File: src/common/cct_pkg.sv
// cct_pkg: constants and carriers for the configurable counter-timer block
// assumes a 20 MHz pclk and an APB register port with 32-bit data
package cct_pkg;
   // register byte offsets
   localparam logic [11:0] OFS_CTRL   = 12'h000;  // run/stop word
   localparam logic [11:0] OFS_CFG    = 12'h004;
   localparam logic [11:0] OFS_UPPER0 = 12'h008;
   localparam logic [11:0] OFS_LOWER0 = 12'h00C;
   localparam logic [11:0] OFS_PRESET0 = 12'h010;
   localparam logic [11:0] OFS_STEP0  = 12'h014;
   localparam logic [11:0] OFS_UPPER1 = 12'h018;
   localparam logic [11:0] OFS_LOWER1 = 12'h01C;
   localparam logic [11:0] OFS_PRESET1 = 12'h020;
   localparam logic [11:0] OFS_STEP1  = 12'h024;
   localparam logic [11:0] OFS_COUNT0 = 12'h028;
   localparam logic [11:0] OFS_COUNT1 = 12'h02C;
   localparam logic [11:0] OFS_LATCH0 = 12'h030;
   localparam logic [11:0] OFS_LATCH1 = 12'h034;
   localparam logic [11:0] OFS_STATUS = 12'h038;
   // control word fields
   localparam int CTRL_RUN_BIT  = 0;
   localparam int CTRL_STOP_BIT = 1;
   // configuration word fields
   localparam int CFG_WIDE_BIT    = 0;  // 1: one 32-bit counter
   localparam int CFG_SIGNED_BIT  = 1;
   localparam int CFG_ENABLE_BIT  = 2;  // count enable, per counter
   localparam int CFG_ENABLE1_BIT = 3;
   localparam int CFG_RING_BIT    = 4;  // 32-bit only
   localparam int CFG_STEPM_BIT   = 5;
   localparam int CFG_SP_BIT      = 6;  // stop also presets
   localparam int CFG_PS_BIT      = 7;  // preset also stops
   localparam int CFG_LOGIC_BIT   = 8;  // overall logic running
   localparam int CFG_TICK_LSB    = 12;
   localparam int CFG_TICK_W      = 3;
   localparam logic [31:0] CFG_RESET = 32'h0000_010C;
   // tick period selection
   localparam logic [2:0] TICK_25NS  = 3'h0;
   localparam logic [2:0] TICK_50NS  = 3'h1;
   localparam logic [2:0] TICK_100NS = 3'h2;
   localparam logic [2:0] TICK_1US   = 3'h3;
   localparam logic [2:0] TICK_10US  = 3'h4;
   localparam logic [2:0] TICK_100US = 3'h5;
   localparam logic [2:0] TICK_1MS   = 3'h6;
   // timing: periods in ps, clock period in ps
   localparam longint CLK_PS = 50000;
   localparam longint PER_PS [7] = '{25000, 50000, 100000, 1000000,
                                     10000000, 100000000, 1000000000};
   function automatic logic [15:0] tick_cycles(input int i);
      longint c;
      c = PER_PS[i] / CLK_PS;  // shortest time rounds down to zero
      if (c < 1) c = 1;
      return 16'(c);
   endfunction : tick_cycles
   // status fields
   localparam int ST_RUN0_BIT = 0;
   localparam int ST_RUN1_BIT = 1;
   localparam int ST_OVF_BIT  = 2;
   localparam int ST_UNF_BIT  = 3;
   // event terminals of one counter; preset, stop, run, up and down already ORs of their sources
   typedef struct packed {
      logic preset;
      logic stop;
      logic run;
      logic up;
      logic down;
      logic latch;
      logic latch_lvl;  // event input whose rising edge latches
   } cct_ev_type;
endpackage : cct_pkg

File: src/core/cct_top.sv
// cct_top: two 16-bit or one 32-bit up/down counter-timer with APB registers
// assumes event inputs synchronous to pclk; lane 0 drives the 32-bit counter
`timescale 1ns/10ps
`default_nettype none
module cct_top #(
   parameter int NSRC = 2
) (
   input  wire logic                pclk,
   input  wire logic                presetn,
   input  wire logic                ce,
   input  wire logic                psel,
   input  wire logic                penable,
   input  wire logic                pwrite,
   input  wire logic [11:0]         paddr,
   input  wire logic [31:0]         pwdata,
   output logic      [31:0]         prdata,
   output logic                     pready,
   output logic                     pslverr,
   input  wire logic [NSRC-1:0]     ev_preset [2],
   input  wire logic [NSRC-1:0]     ev_stop   [2],
   input  wire logic [NSRC-1:0]     ev_run    [2],
   input  wire logic [NSRC-1:0]     ev_up     [2],
   input  wire logic [NSRC-1:0]     ev_down   [2],
   input  wire logic [1:0]          latch_ev,
   input  wire logic [1:0]          latch_lvl,
   output logic      [31:0]         count_out,
   output logic                     overflow,
   output logic                     underflow
);
   // register state
   logic [31:0] cfg_r, cfg_nxt;
   logic [31:0] upper_r [2], upper_nxt [2];
   logic [31:0] lower_r [2], lower_nxt [2];
   logic [31:0] pre_r [2], pre_nxt [2];
   logic [31:0] step_r [2], step_nxt [2];
   logic [1:0]  sw_run, sw_stop;
   // counter state
   logic [31:0] cnt_r [2], cnt_nxt [2];
   logic [31:0] lat_r [2], lat_nxt [2];
   logic [1:0]  run_r, run_nxt, pend_r, pend_nxt, lvl_r, lvl_nxt, halt_r, halt_nxt;
   logic        ovf_r, ovf_nxt, unf_r, unf_nxt;
   logic [15:0] tick_r, tick_nxt;
   logic        tick;
   logic [31:0] prdata_nxt;
   cct_pkg::cct_ev_type ev [2];

   logic wide, sgn, ring, stepm, logic_on;
   assign wide     = cfg_r[cct_pkg::CFG_WIDE_BIT];
   assign sgn      = cfg_r[cct_pkg::CFG_SIGNED_BIT];
   assign ring     = cfg_r[cct_pkg::CFG_RING_BIT] | ~wide;
   assign stepm    = cfg_r[cct_pkg::CFG_STEPM_BIT];
   assign logic_on = cfg_r[cct_pkg::CFG_LOGIC_BIT];

   logic wr, rd;
   assign wr = psel & penable & pwrite;
   assign rd = psel & ~penable & ~pwrite;  // read data launched with pready

   // full-range default limits for the reset configuration (16-bit unsigned)
   localparam logic [31:0] LIM_HI16U = 32'h0000_FFFF;

   // shared tick divider
   always_comb begin
      logic [15:0] lim;
      lim = cct_pkg::tick_cycles(0);
      for (int i = 0; i < 7; i++)
         if (cfg_r[cct_pkg::CFG_TICK_LSB +: cct_pkg::CFG_TICK_W] == 3'(i))
            lim = cct_pkg::tick_cycles(i);
      tick     = (tick_r >= lim - 16'h0001);
      tick_nxt = tick ? 16'h0000 : tick_r + 16'h0001;
   end

   // event gathering
   always_comb begin
      for (int k = 0; k < 2; k++) begin
         ev[k].preset    = |ev_preset[k];
         ev[k].stop      = |ev_stop[k] | sw_stop[k];
         ev[k].run       = |ev_run[k] | sw_run[k];
         ev[k].up        = |ev_up[k];
         ev[k].down      = |ev_down[k];
         ev[k].latch     = latch_ev[k];
         ev[k].latch_lvl = latch_lvl[k];
      end
   end

   // counter next state
   always_comb begin
      logic [32:0] hi, lo, c, s, v;
      logic        act, en, up_go, dn_go;
      hi    = 33'h0_0000_0000;
      lo    = 33'h0_0000_0000;
      c     = 33'h0_0000_0000;
      s     = 33'h0_0000_0000;
      v     = 33'h0_0000_0000;
      act   = 1'b0;
      en    = 1'b0;
      up_go = 1'b0;
      dn_go = 1'b0;
      ovf_nxt = ovf_r;
      unf_nxt = unf_r;
      for (int k = 0; k < 2; k++) begin
         act = (k == 0) | ~wide;
         en  = cfg_r[cct_pkg::CFG_ENABLE_BIT + k];
         cnt_nxt[k]  = cnt_r[k];
         lat_nxt[k]  = lat_r[k];
         run_nxt[k]  = run_r[k];
         lvl_nxt[k]  = ev[k].latch_lvl;
         pend_nxt[k] = pend_r[k] | ev[k].run;
         halt_nxt[k] = halt_r[k];
         // sign-extended compare domain, 33 bits
         if (wide) begin
            c  = {sgn & cnt_r[k][31], cnt_r[k]};
            hi = {sgn & upper_r[k][31], upper_r[k]};
            lo = {sgn & lower_r[k][31], lower_r[k]};
            s  = stepm ? {1'b0, step_r[k]} : 33'h0_0000_0001;
         end else begin
            c  = {{17{sgn & cnt_r[k][15]}}, cnt_r[k][15:0]};
            hi = {{17{sgn & upper_r[k][15]}}, upper_r[k][15:0]};
            lo = {{17{sgn & lower_r[k][15]}}, lower_r[k][15:0]};
            s  = stepm ? {17'h0_0000, step_r[k][15:0]} : 33'h0_0000_0001;
         end
         // flip top bit so unsigned compare orders signed values
         c[32] = c[32] ^ sgn;
         hi[32] = hi[32] ^ sgn;
         lo[32] = lo[32] ^ sgn;
         up_go = 1'b0;
         dn_go = 1'b0;
         if (ev[k].latch | (ev[k].latch_lvl & ~lvl_r[k]))
            lat_nxt[k] = cnt_r[k];
         if (ev[k].preset) begin
            cnt_nxt[k] = pre_r[k];
            if (k == 0) begin
               ovf_nxt = 1'b0;
               unf_nxt = 1'b0;
            end
            if (cfg_r[cct_pkg::CFG_PS_BIT]) begin
               run_nxt[k]  = 1'b0;
               pend_nxt[k] = 1'b0;
               halt_nxt[k] = 1'b1;
            end
         end else if (ev[k].stop) begin
            run_nxt[k]  = 1'b0;
            halt_nxt[k] = 1'b1;
            pend_nxt[k] = 1'b0;
            if (cfg_r[cct_pkg::CFG_SP_BIT])
               cnt_nxt[k] = pre_r[k];
         end else if (pend_r[k] | ev[k].run) begin
            run_nxt[k]  = 1'b1;
            halt_nxt[k] = 1'b0;
            pend_nxt[k] = 1'b0;
         end else if (ev[k].up) begin
            up_go = 1'b1;
         end else if (ev[k].down) begin
            dn_go = 1'b1;
         end
         if (run_r[k] & tick & ~ev[k].preset & ~ev[k].stop & ~up_go & ~dn_go) begin
            up_go = 1'b1;
            s     = 33'h0_0000_0001;
         end
         // pulses ignored after a stop until the next run
         if (halt_r[k]) begin
            up_go = 1'b0;
            dn_go = 1'b0;
         end
         if (~en | ~act | (~ring & (ovf_r | unf_r))) begin
            up_go = 1'b0;
            dn_go = 1'b0;
         end
         v = c;
         if (up_go) begin
            if (~ring & (c + s > hi)) begin
               if (k == 0) ovf_nxt = 1'b1;
            end else if (ring & (c + s >= hi) & (hi != lo)) begin
               v = lo;
            end else begin
               v = c + s;
            end
         end else if (dn_go) begin
            if (~ring & ((c < s) | (c - s < lo))) begin
               if (k == 0) unf_nxt = 1'b1;
            end else if (ring & (c == lo) & (hi != lo)) begin
               v = hi - 33'h0_0000_0001;
            end else begin
               v = c - s;
            end
         end
         if (up_go | dn_go) begin
            v[32] = v[32] ^ sgn;
            cnt_nxt[k] = wide ? v[31:0] : {16'h0000, v[15:0]};
         end
         if (~logic_on) begin
            cnt_nxt[k]  = 32'h0000_0000;
            halt_nxt[k] = 1'b0;
            run_nxt[k]  = 1'b0;
            pend_nxt[k] = 1'b0;
         end
      end
   end

   // register writes
   always_comb begin
      cfg_nxt = cfg_r;
      sw_run  = 2'b00;
      sw_stop = 2'b00;
      for (int k = 0; k < 2; k++) begin
         upper_nxt[k] = upper_r[k];
         lower_nxt[k] = lower_r[k];
         pre_nxt[k]   = pre_r[k];
         step_nxt[k]  = step_r[k];
      end
      if (wr) begin
         unique case (paddr)
            cct_pkg::OFS_CTRL: begin
               sw_run[0]  = pwdata[cct_pkg::CTRL_RUN_BIT];
               sw_stop[0] = pwdata[cct_pkg::CTRL_STOP_BIT];
               sw_run[1]  = pwdata[cct_pkg::CTRL_RUN_BIT + 16];
               sw_stop[1] = pwdata[cct_pkg::CTRL_STOP_BIT + 16];
            end
            cct_pkg::OFS_CFG:     cfg_nxt      = pwdata;
            cct_pkg::OFS_UPPER0:  upper_nxt[0] = pwdata;
            cct_pkg::OFS_LOWER0:  lower_nxt[0] = pwdata;
            cct_pkg::OFS_PRESET0: pre_nxt[0]   = pwdata;
            cct_pkg::OFS_STEP0:   step_nxt[0]  = pwdata;
            cct_pkg::OFS_UPPER1:  upper_nxt[1] = pwdata;
            cct_pkg::OFS_LOWER1:  lower_nxt[1] = pwdata;
            cct_pkg::OFS_PRESET1: pre_nxt[1]   = pwdata;
            cct_pkg::OFS_STEP1:   step_nxt[1]  = pwdata;
            default: ;
         endcase
      end
      prdata_nxt = 32'h0000_0000;
      unique case (paddr)
         cct_pkg::OFS_CFG:     prdata_nxt = cfg_r;
         cct_pkg::OFS_UPPER0:  prdata_nxt = upper_r[0];
         cct_pkg::OFS_LOWER0:  prdata_nxt = lower_r[0];
         cct_pkg::OFS_PRESET0: prdata_nxt = pre_r[0];
         cct_pkg::OFS_STEP0:   prdata_nxt = step_r[0];
         cct_pkg::OFS_UPPER1:  prdata_nxt = upper_r[1];
         cct_pkg::OFS_LOWER1:  prdata_nxt = lower_r[1];
         cct_pkg::OFS_PRESET1: prdata_nxt = pre_r[1];
         cct_pkg::OFS_STEP1:   prdata_nxt = step_r[1];
         cct_pkg::OFS_COUNT0:  prdata_nxt = cnt_r[0];
         cct_pkg::OFS_COUNT1:  prdata_nxt = cnt_r[1];
         cct_pkg::OFS_LATCH0:  prdata_nxt = lat_r[0];
         cct_pkg::OFS_LATCH1:  prdata_nxt = lat_r[1];
         cct_pkg::OFS_STATUS:  prdata_nxt = {28'h000_0000, unf_r, ovf_r, run_r};
         default:              prdata_nxt = 32'h0000_0000;
      endcase
   end

   logic unmapped;
   assign unmapped = (paddr > cct_pkg::OFS_STATUS) | (paddr[1:0] != 2'b00);

   always_ff @(posedge pclk or negedge presetn) begin
      if (!presetn) begin
         cfg_r     <= cct_pkg::CFG_RESET;
         tick_r    <= 16'h0000;
         ovf_r     <= 1'b0;
         unf_r     <= 1'b0;
         run_r     <= 2'b00;
         pend_r    <= 2'b00;
         lvl_r     <= 2'b00;
         halt_r    <= 2'b00;
         prdata    <= 32'h0000_0000;
         pready    <= 1'b0;
         pslverr   <= 1'b0;
         count_out <= 32'h0000_0000;
         overflow  <= 1'b0;
         underflow <= 1'b0;
         for (int k = 0; k < 2; k++) begin
            upper_r[k] <= LIM_HI16U;
            lower_r[k] <= 32'h0000_0000;
            pre_r[k]   <= 32'h0000_0000;
            step_r[k]  <= 32'h0000_0000;
            cnt_r[k]   <= 32'h0000_0000;
            lat_r[k]   <= 32'h0000_0000;
         end
      end else if (ce) begin
         cfg_r     <= cfg_nxt;
         tick_r    <= tick_nxt;
         ovf_r     <= ovf_nxt;
         unf_r     <= unf_nxt;
         run_r     <= run_nxt;
         pend_r    <= pend_nxt;
         lvl_r     <= lvl_nxt;
         halt_r    <= halt_nxt;
         prdata    <= rd ? prdata_nxt : 32'h0000_0000;
         pready    <= psel & ~penable;
         pslverr   <= psel & ~penable & unmapped;
         count_out <= cnt_nxt[0];
         overflow  <= ovf_nxt;
         underflow <= unf_nxt;
         for (int k = 0; k < 2; k++) begin
            upper_r[k] <= upper_nxt[k];
            lower_r[k] <= lower_nxt[k];
            pre_r[k]   <= pre_nxt[k];
            step_r[k]  <= step_nxt[k];
            cnt_r[k]   <= cnt_nxt[k];
            lat_r[k]   <= lat_nxt[k];
         end
      end
   end
endmodule : cct_top
`default_nettype wire

File: config.mk
export PLATFORM = sky130hd
export DESIGN_NAME = cct_top
export DESIGN_NICKNAME = d
export VERILOG_FILES = /design/src/common/cct_pkg.sv /design/src/core/cct_top.sv
export SDC_FILE = /design/constraint.sdc
export NUM_CORES = 2
export LEC_CHECK = 0
export ABC_AREA = 1
export BUFFER_PORTS_ARGS = -buffer_cell sky130_fd_sc_hd__buf_4
export CORE_MARGIN = 5
export CORE_UTILIZATION = 35
export DETAILED_ROUTE_END_ITERATION = 16
export SLEW_MARGIN = 10
export SYNTH_ARGS = -nofsm -noshare
export SYNTH_HDL_FRONTEND = slang
export SYNTH_SLANG_ARGS = --single-unit
File: constraint.sdc
create_clock -name pclk -period 13.8 [get_ports pclk]
set_input_delay 1.38 -clock pclk [delete_from_list [all_inputs] [get_ports pclk]]
set_output_delay 1.38 -clock pclk [all_outputs]
set_load 0.1 [all_outputs]
## After elaboration in Yosys (flattened, before gate mapping)

Cells that the tools add are included.

- Add/subtract/negate cells: 8
- $mul: 0
- Div/mod/pow operators: 0
- $lt $le $gt $ge: 10
- Equal/unequal tests: 31
- Shift-type cells: 0
- Mux-type cells: 109
- Bitwise gates (word level): 82
- Reduce and logical (&&, ||, !) cells: 27

Operators with widths:

| kind | number |
|---|---|
| 32-bit 2-to-1 mux | 29 |
| 32-bit one-hot mux with 14 select lines | 1 |
| 33-bit 2-to-1 mux | 8 |
| 33-bit less-than comparator | 4 |
| 12-bit by 6-bit equality test with 1-bit output, second input constant | 7 |
| 33-bit adder | 2 |
| 33-bit equality test | 2 |
| 33-bit >= comparator | 2 |
| 33-bit > comparator | 2 |
| 33-bit != test | 2 |
| 33-bit subtractor | 2 |
| 16-bit 2-to-1 mux | 4 |
| 32-bit by 1-bit subtractor with 32-bit output, second input constant | 2 |
| 1-bit 2-to-1 mux | 59 |
| 12-bit by 5-bit equality test with 1-bit output, second input constant | 4 |
| 1-bit AND | 42 |
| 3-bit AND reduction | 13 |
| 12-bit by 4-bit equality test with 1-bit output, second input constant | 2 |
| 2-bit OR reduction | 10 |
| 1-bit OR | 18 |
| 16-bit by 1-bit adder with 16-bit output, second input constant | 1 |
| 16-bit >= comparator | 1 |
| 4-bit by 1-bit != test with 1-bit output, second input constant | 4 |
| 1-bit inverter | 16 |
| other kinds (15) | 30 |

- Bits in registers: 476
- Latch bits: 0
- Bits in writable memories: 0
- Memory bits (read-only): 0
- Output and inout port bits: 68
- Logic and storage cells: 292
- Memories kept: 0

## Logic depth before layout (Yosys ltp)

- Depth after elaboration: 24
- Depth in mapped cells: 57
- Gate-level depth less buffers: 54

## Worst setup path before layout

No wires, ideal clock.

- Kind: reg2reg
- Start: register cfg_r[14]
- End: register cnt_r[5] (netlist name)
- Setup time: 116 ps
- Data arrival time: 6701 ps
- Path slack: 6982 ps
- Cell stages (with the launch flop): 51
- Buffers on the path: 3
- Period minus slack after synthesis: 6818 ps
- Cells stage by stage: dfrtp_1 > inv_1 > nor3_1 > inv_1 > nand2_1 > nor2_1 > o41ai_1 > nand2_1 > ha_1 > a21oi_1 > o21ai_0 > a21oi_1 > nand2_1 > nor2_1 > inv_1 > nand2_1 > clkinv_1 > nor2_1 > [... 15 more ...] > nand2_1 > nand2_1 > nand2_1 > ha_1 > nand2_1 > inv_1 > nand3_1 > nor2_1 > nand4_1 > nand3_1 > a21oi_1 > nand3_1 > clkbuf_1 > nand4_1 > nand3_1 > nand3_1 > nand2_1 > nand2_1

- Cells in the longest elaborated chain, start to end: 24
- Elaborated cells between the ends (all ways): 45
- Classes of those cells: add/sub: 3; order compare: 5; eq/ne: 7; mux: 18; bitwise: 11; reduce/logical: 1

RTL lines:

| element | RTL line | source |
|---|---|---|
| start, declared | cct_top.sv:31 | `logic [31:0] cfg_r, cfg_nxt;` |
| start signal, assigned | cct_top.sv:255 | `cfg_r <= cct_pkg::CFG_RESET;` |
| start signal, assigned | cct_top.sv:278 | `cfg_r <= cfg_nxt;` |
| 3-bit by 2-bit equality test with 1-bit output | cct_top.sv:66 | `if (cfg_r[cct_pkg::CFG_TICK_LSB +: cct_pkg::CFG_TICK_W] == 3'(i))` |
| 2-bit 2-to-1 mux | cct_top.sv:66 |  |
| 5-bit 2-to-1 mux | cct_top.sv:66 |  |
| 8-bit 2-to-1 mux | cct_top.sv:66 |  |
| 11-bit 2-to-1 mux | cct_top.sv:66 |  |
| 16-bit 2-to-1 mux * | cct_top.sv:66 |  |
| 16-bit by 1-bit subtractor with 16-bit output * | cct_top.sv:68 | `tick = (tick_r >= lim - 16'h0001);` |
| 16-bit >= comparator * | cct_top.sv:68 |  |
| [... 8 more ...] | n/a |  |
| 1-bit OR or 1-bit AND (tied branches) | cct_top.sv:178, cct_top.sv:172 |  |
| 1-bit AND, on equally long branches | cct_top.sv:178, cct_top.sv:172 |  |
| 32-bit 2-to-1 mux, on equally long branches | cct_top.sv:178, cct_top.sv:172 |  |
| 32-bit 2-to-1 mux, on equally long branches | cct_top.sv:177, cct_top.sv:170 |  |
| 32-bit 2-to-1 mux | cct_top.sv:169 | `if (up_go) begin` |
| 32-bit 2-to-1 mux | cct_top.sv:188 | `cnt_nxt[k] = wide ? v[31:0] : {16'h0000, v[15:0]};` |
| 32-bit 2-to-1 mux | cct_top.sv:186 | `if (up_go \| dn_go) begin` |
| 32-bit 2-to-1 mux | cct_top.sv:190 | `if (~logic_on) begin` |
| end signal, assigned by index | cct_top.sv:297 | `cnt_r[k] <= cnt_nxt[k];` |
| end, declared | cct_top.sv:38 | `logic [31:0] cnt_r [2], cnt_nxt [2];` |

Mark *: on every way between the ends. The rest lies on a longest branch, timed or not.
A chain may end at the register's enable or synchronous reset.

## Worst setup path after layout

- Start: register cfg_r[14]
- End: register cnt_r[6] (netlist name)

The elaborated chain is that of the path after synthesis.

==> out/results.tsv <==
stage	metric	value	unit
final_layout	n_fill_cell	12300	
floorplanning	core	114000	um2
clock_tree	cts_resized	0	
floorplanning	rows	124	
timing	period_needed	9740	ps
global_routing	antenna_found_initial	3	
yosys	yosysTopAreaCell	dfrtp_1	
yosys	ys.flop_type	dfrtp_1	
clock_tree	cts_setup_buffers	0	
yosys	synthesis.nets	6444	
final_layout	finalNetCount	6415	
timing	max_freq	103	MHz
timing	hold_viol_final	0	
timing	rsz0062_at_grt	no	
timing	setup_ws	4060	ps
setup_path	critPathCapture	cnt_r[6]	
clock_tree	clock-sinks	476	
power	max-vdd-ir-drop	81.1	uV
clock_tree	cts-hold-fix-buffers	0	
timing	finalSetupViolCount	0	
setup_path	cpPeakStageDelay	670	ps
setup_path	worstPathRequired	14320	ps
run	maxCapViolCount	0	
clock_tree	cts_htree_levels	2	
placed_design	hpwl	141000	um
final_layout	drive_gt1_frac	0.0650	
yosys	synth-edff-count	0	
clock_tree	path_clk_slew	70	ps
drt	drcViolationCount	0	
timing	tightest_slew	1150	ps
setup_path	r2r_start	cfg_r[14]	
timing	slew-limit-headroom	0.224	
yosys	async_reset_ff_frac	1.00	
power	finalPower	3070	uW
setup_path	reg2reg_depth	46	
global_routing	gr-total-overflow	0	
floorplanning	die_h	348	um
floorplanning	design.die.area	121000	um2
power	p_int	2290	uW
yosys	synth.avg_cell_area	6.58	um2
drt	wirelength	180000	um
yosys	synth_area_leaders	dfrtp_1 (28%), nand2_1 (17%), ha_1 (8.8%), inv_1 (7.3%), o21ai_0 (6.6%)	
setup_path	path_class	reg2reg	
floorplanning	start_util	0.351	
power	powerDensity	69.9	nW/um2
yosys	synthDistinctLibCells	61	
final_layout	layout.cells.non_filler	7606	
final_layout	mostFrequentLayoutCells	nand2_1 (1770), inv_1 (774), nor2_1 (534)	
power	p_seq_frac	0.462	
yosys	synth_seq_cells	476	
placed_design	portBuffers	141	
drt	drtAntennaViolNets	0	
setup_path	r2r_slack	4060	ps
final_layout	final_common_cell	nand2_1	
global_routing	use_met2	0.445	
setup_path	cp-startpoint	cfg_r[14]	
global_routing	grt_max_degree	116	
clock_tree	clk_path_buf_depth	3	
yosys	yosysTopAreaCellShare	0.276	
global_routing	grt_use_met1	0.394	
drt	drt-initial-drc-count	5580	
yosys	syn-cell-area	40000	um2
timing	post-route-period-util	0.706	
clock_tree	cts_tree	yes	
yosys	ys_seq_area_frac	0.299	
setup_path	worstPathArrival	10270	ps
setup_path	start_kind	flop	
setup_path	critPathMostFrequentCell	nand2_1	
timing	finalSetupTns	0	ps
placed_design	gp_congestion	1.00	
drt	firstDrtPassIters	8	
power	p_leak	0.0226	uW
drt	via_count	42300	
yosys	ys_warn_count	0	
clock_tree	root_buffer	clkbuf_16	
clock_tree	clk_latency	630	ps
global_routing	grt_pass1_vias	39500	
global_routing	gr-max-usage-layer	met2	
drt	viasPerCell	5.56	
power	swShare	0.254	
placed_design	dp.cells	7515	
power	clkPwrFrac	0.481	
final_layout	n_antenna_cell	0	
setup_path	worst_r2r_endpoint	cnt_r[6]	
final_layout	syn_to_final_growth	9.73	%
floorplanning	io_pins	142	
global_routing	grt_pass1_wl	263000	um
setup_path	crit_fanout	17	
run_status	outcome	finished, final reports clean	
placed_design	place_ws	4220	ps
clock_tree	cts_buffers	50	
timing	slew_violations	0	
setup_path	cp_slowest_cell	clkinv_1	
min_path	hp-class	reg2reg	
power	p_comb_frac	0.057	
global_routing	grt_use_met3	0.0452	
floorplanning	die_w	348	um
yosys	synthCells	6084	
power	p_switching	779	uW
timing	skew	35.4	ps
global_routing	grt_usage	0.285	
setup_path	crit_path_end_kind	flop	
drt	post_drt_wl_per_cell	23.7	um
-- cells in the mapped netlist (18+ instances only) --
cell / n
buf_4: 43
nor2_1: 538
inv_1: 775
ha_1: 282
o21ai_1: 42
inv_2: 19
a211oi_1: 31
dfrtp_1: 441
xor2_1: 162
a21o_1: 18
o2111ai_1: 37
xnor2_1: 26
a21oi_1: 267
dfstp_2: 35
nand4_1: 134
o22ai_1: 50
o211ai_1: 20
clkbuf_1: 173
nand3_1: 326
a22o_1: 19
buf_2: 44
nor3_1: 94
o21ai_0: 531
nand2_1: 1777
-- registers in the layout, indices dropped and copies added, names as in the netlist --
register / count
cfg_r: 32
tick_r: 16
halt_r: 2
lower_r: 64
lat_r: 64
run_r: 2
lvl_r: 2
pslverr: 1
cnt_r: 64
prdata: 32
pend_r: 2
step_r: 64
pre_r: 64
ovf_r: 1
unf_r: 1
upper_r: 64
pready: 1
-- power groups by stage --
stage	registers [uW]	clock network [uW]	logic, uW
floorplan	1440	0	74.1
global placement	1440	0	173
detailed placement	1440	0	173
CTS	1420	1480	174
global route	1420	1540	192
finish	1420	1480	176
-- final cells by class --
class / instances / area [um2] / area share
Inverter: 800 / 3000 / 0.0684
Clock buffer: 71 / 1440 / 0.0328
Multi-Input combinational cell: 4531 / 23900 / 0.543
Timing Repair Buffer: 196 / 1480 / 0.0337
Sequential cell: 476 / 12000 / 0.272
Tap cell: 1512 / 1890 / 0.0431
Clock inverter: 20 / 277 / 0.00630
-- worst min-delay path by stage --
stage                    start          to  cells past startpoint
finish              step_r[29]  step_r[29]                      2
global route        step_r[20]  step_r[20]                      2
detailed placement  prdata[28]  prdata[28]                      2
global placement    step_r[23]  step_r[23]                      2
floorplan             lvl_r[0]    lvl_r[0]                      2
CTS                  prdata[0]   prdata[0]                      2
-- cell families (layout without fill, tap and decap cells) --
| group | Yosys count | after routing | share of synthesized area |
|---|---|---|---|
| DFF | 476 | 476 | 0.299 |
| xor gates and xnor gates | 188 | 188 | 0.0412 |
| adders and majority gates | 286 | 286 | 0.0902 |
| buffers and inverters | 1077 | 1087 | 0.107 |
| and+or+nand+nor | 2938 | 2938 | 0.303 |
| muxes | 10 | 10 | 0.00281 |
| other | 1 | 1 | 0.0000937 |
| AOI/OAI and AO/OA | 1108 | 1108 | 0.157 |
-- metrics by stage --
stage / utilization / hold WS [ps] / area (um2)
finish: 0.385 / 484 / 43900
global placement: 0.370 / 465 / 42200
global route: 0.385 / 500 / 43900
CTS: 0.385 / 485 / 43900
floorplan: - / 442 / 40000
detailed placement: 0.370 / 468 / 42200
-- metal layers --
layer	share of wire	vias up	wire length, um
met2	0.43	2288	78300
met5	0	-	0
met1	0.43	20000	76800
met3	0.091	397	16300
li1	-	19700	-
met4	0.049	0	8790
-- critical path, delay by kind of cell, from the launching register on --
family | cells | cell delay, ps
compound gates | 12 | 2550
fa+ha+maj | 3 | 1060
buf+inv | 7 | 1620
flops | 1 | 430
simple gates | 24 | 3960
(Power assumes the default switching activity.)
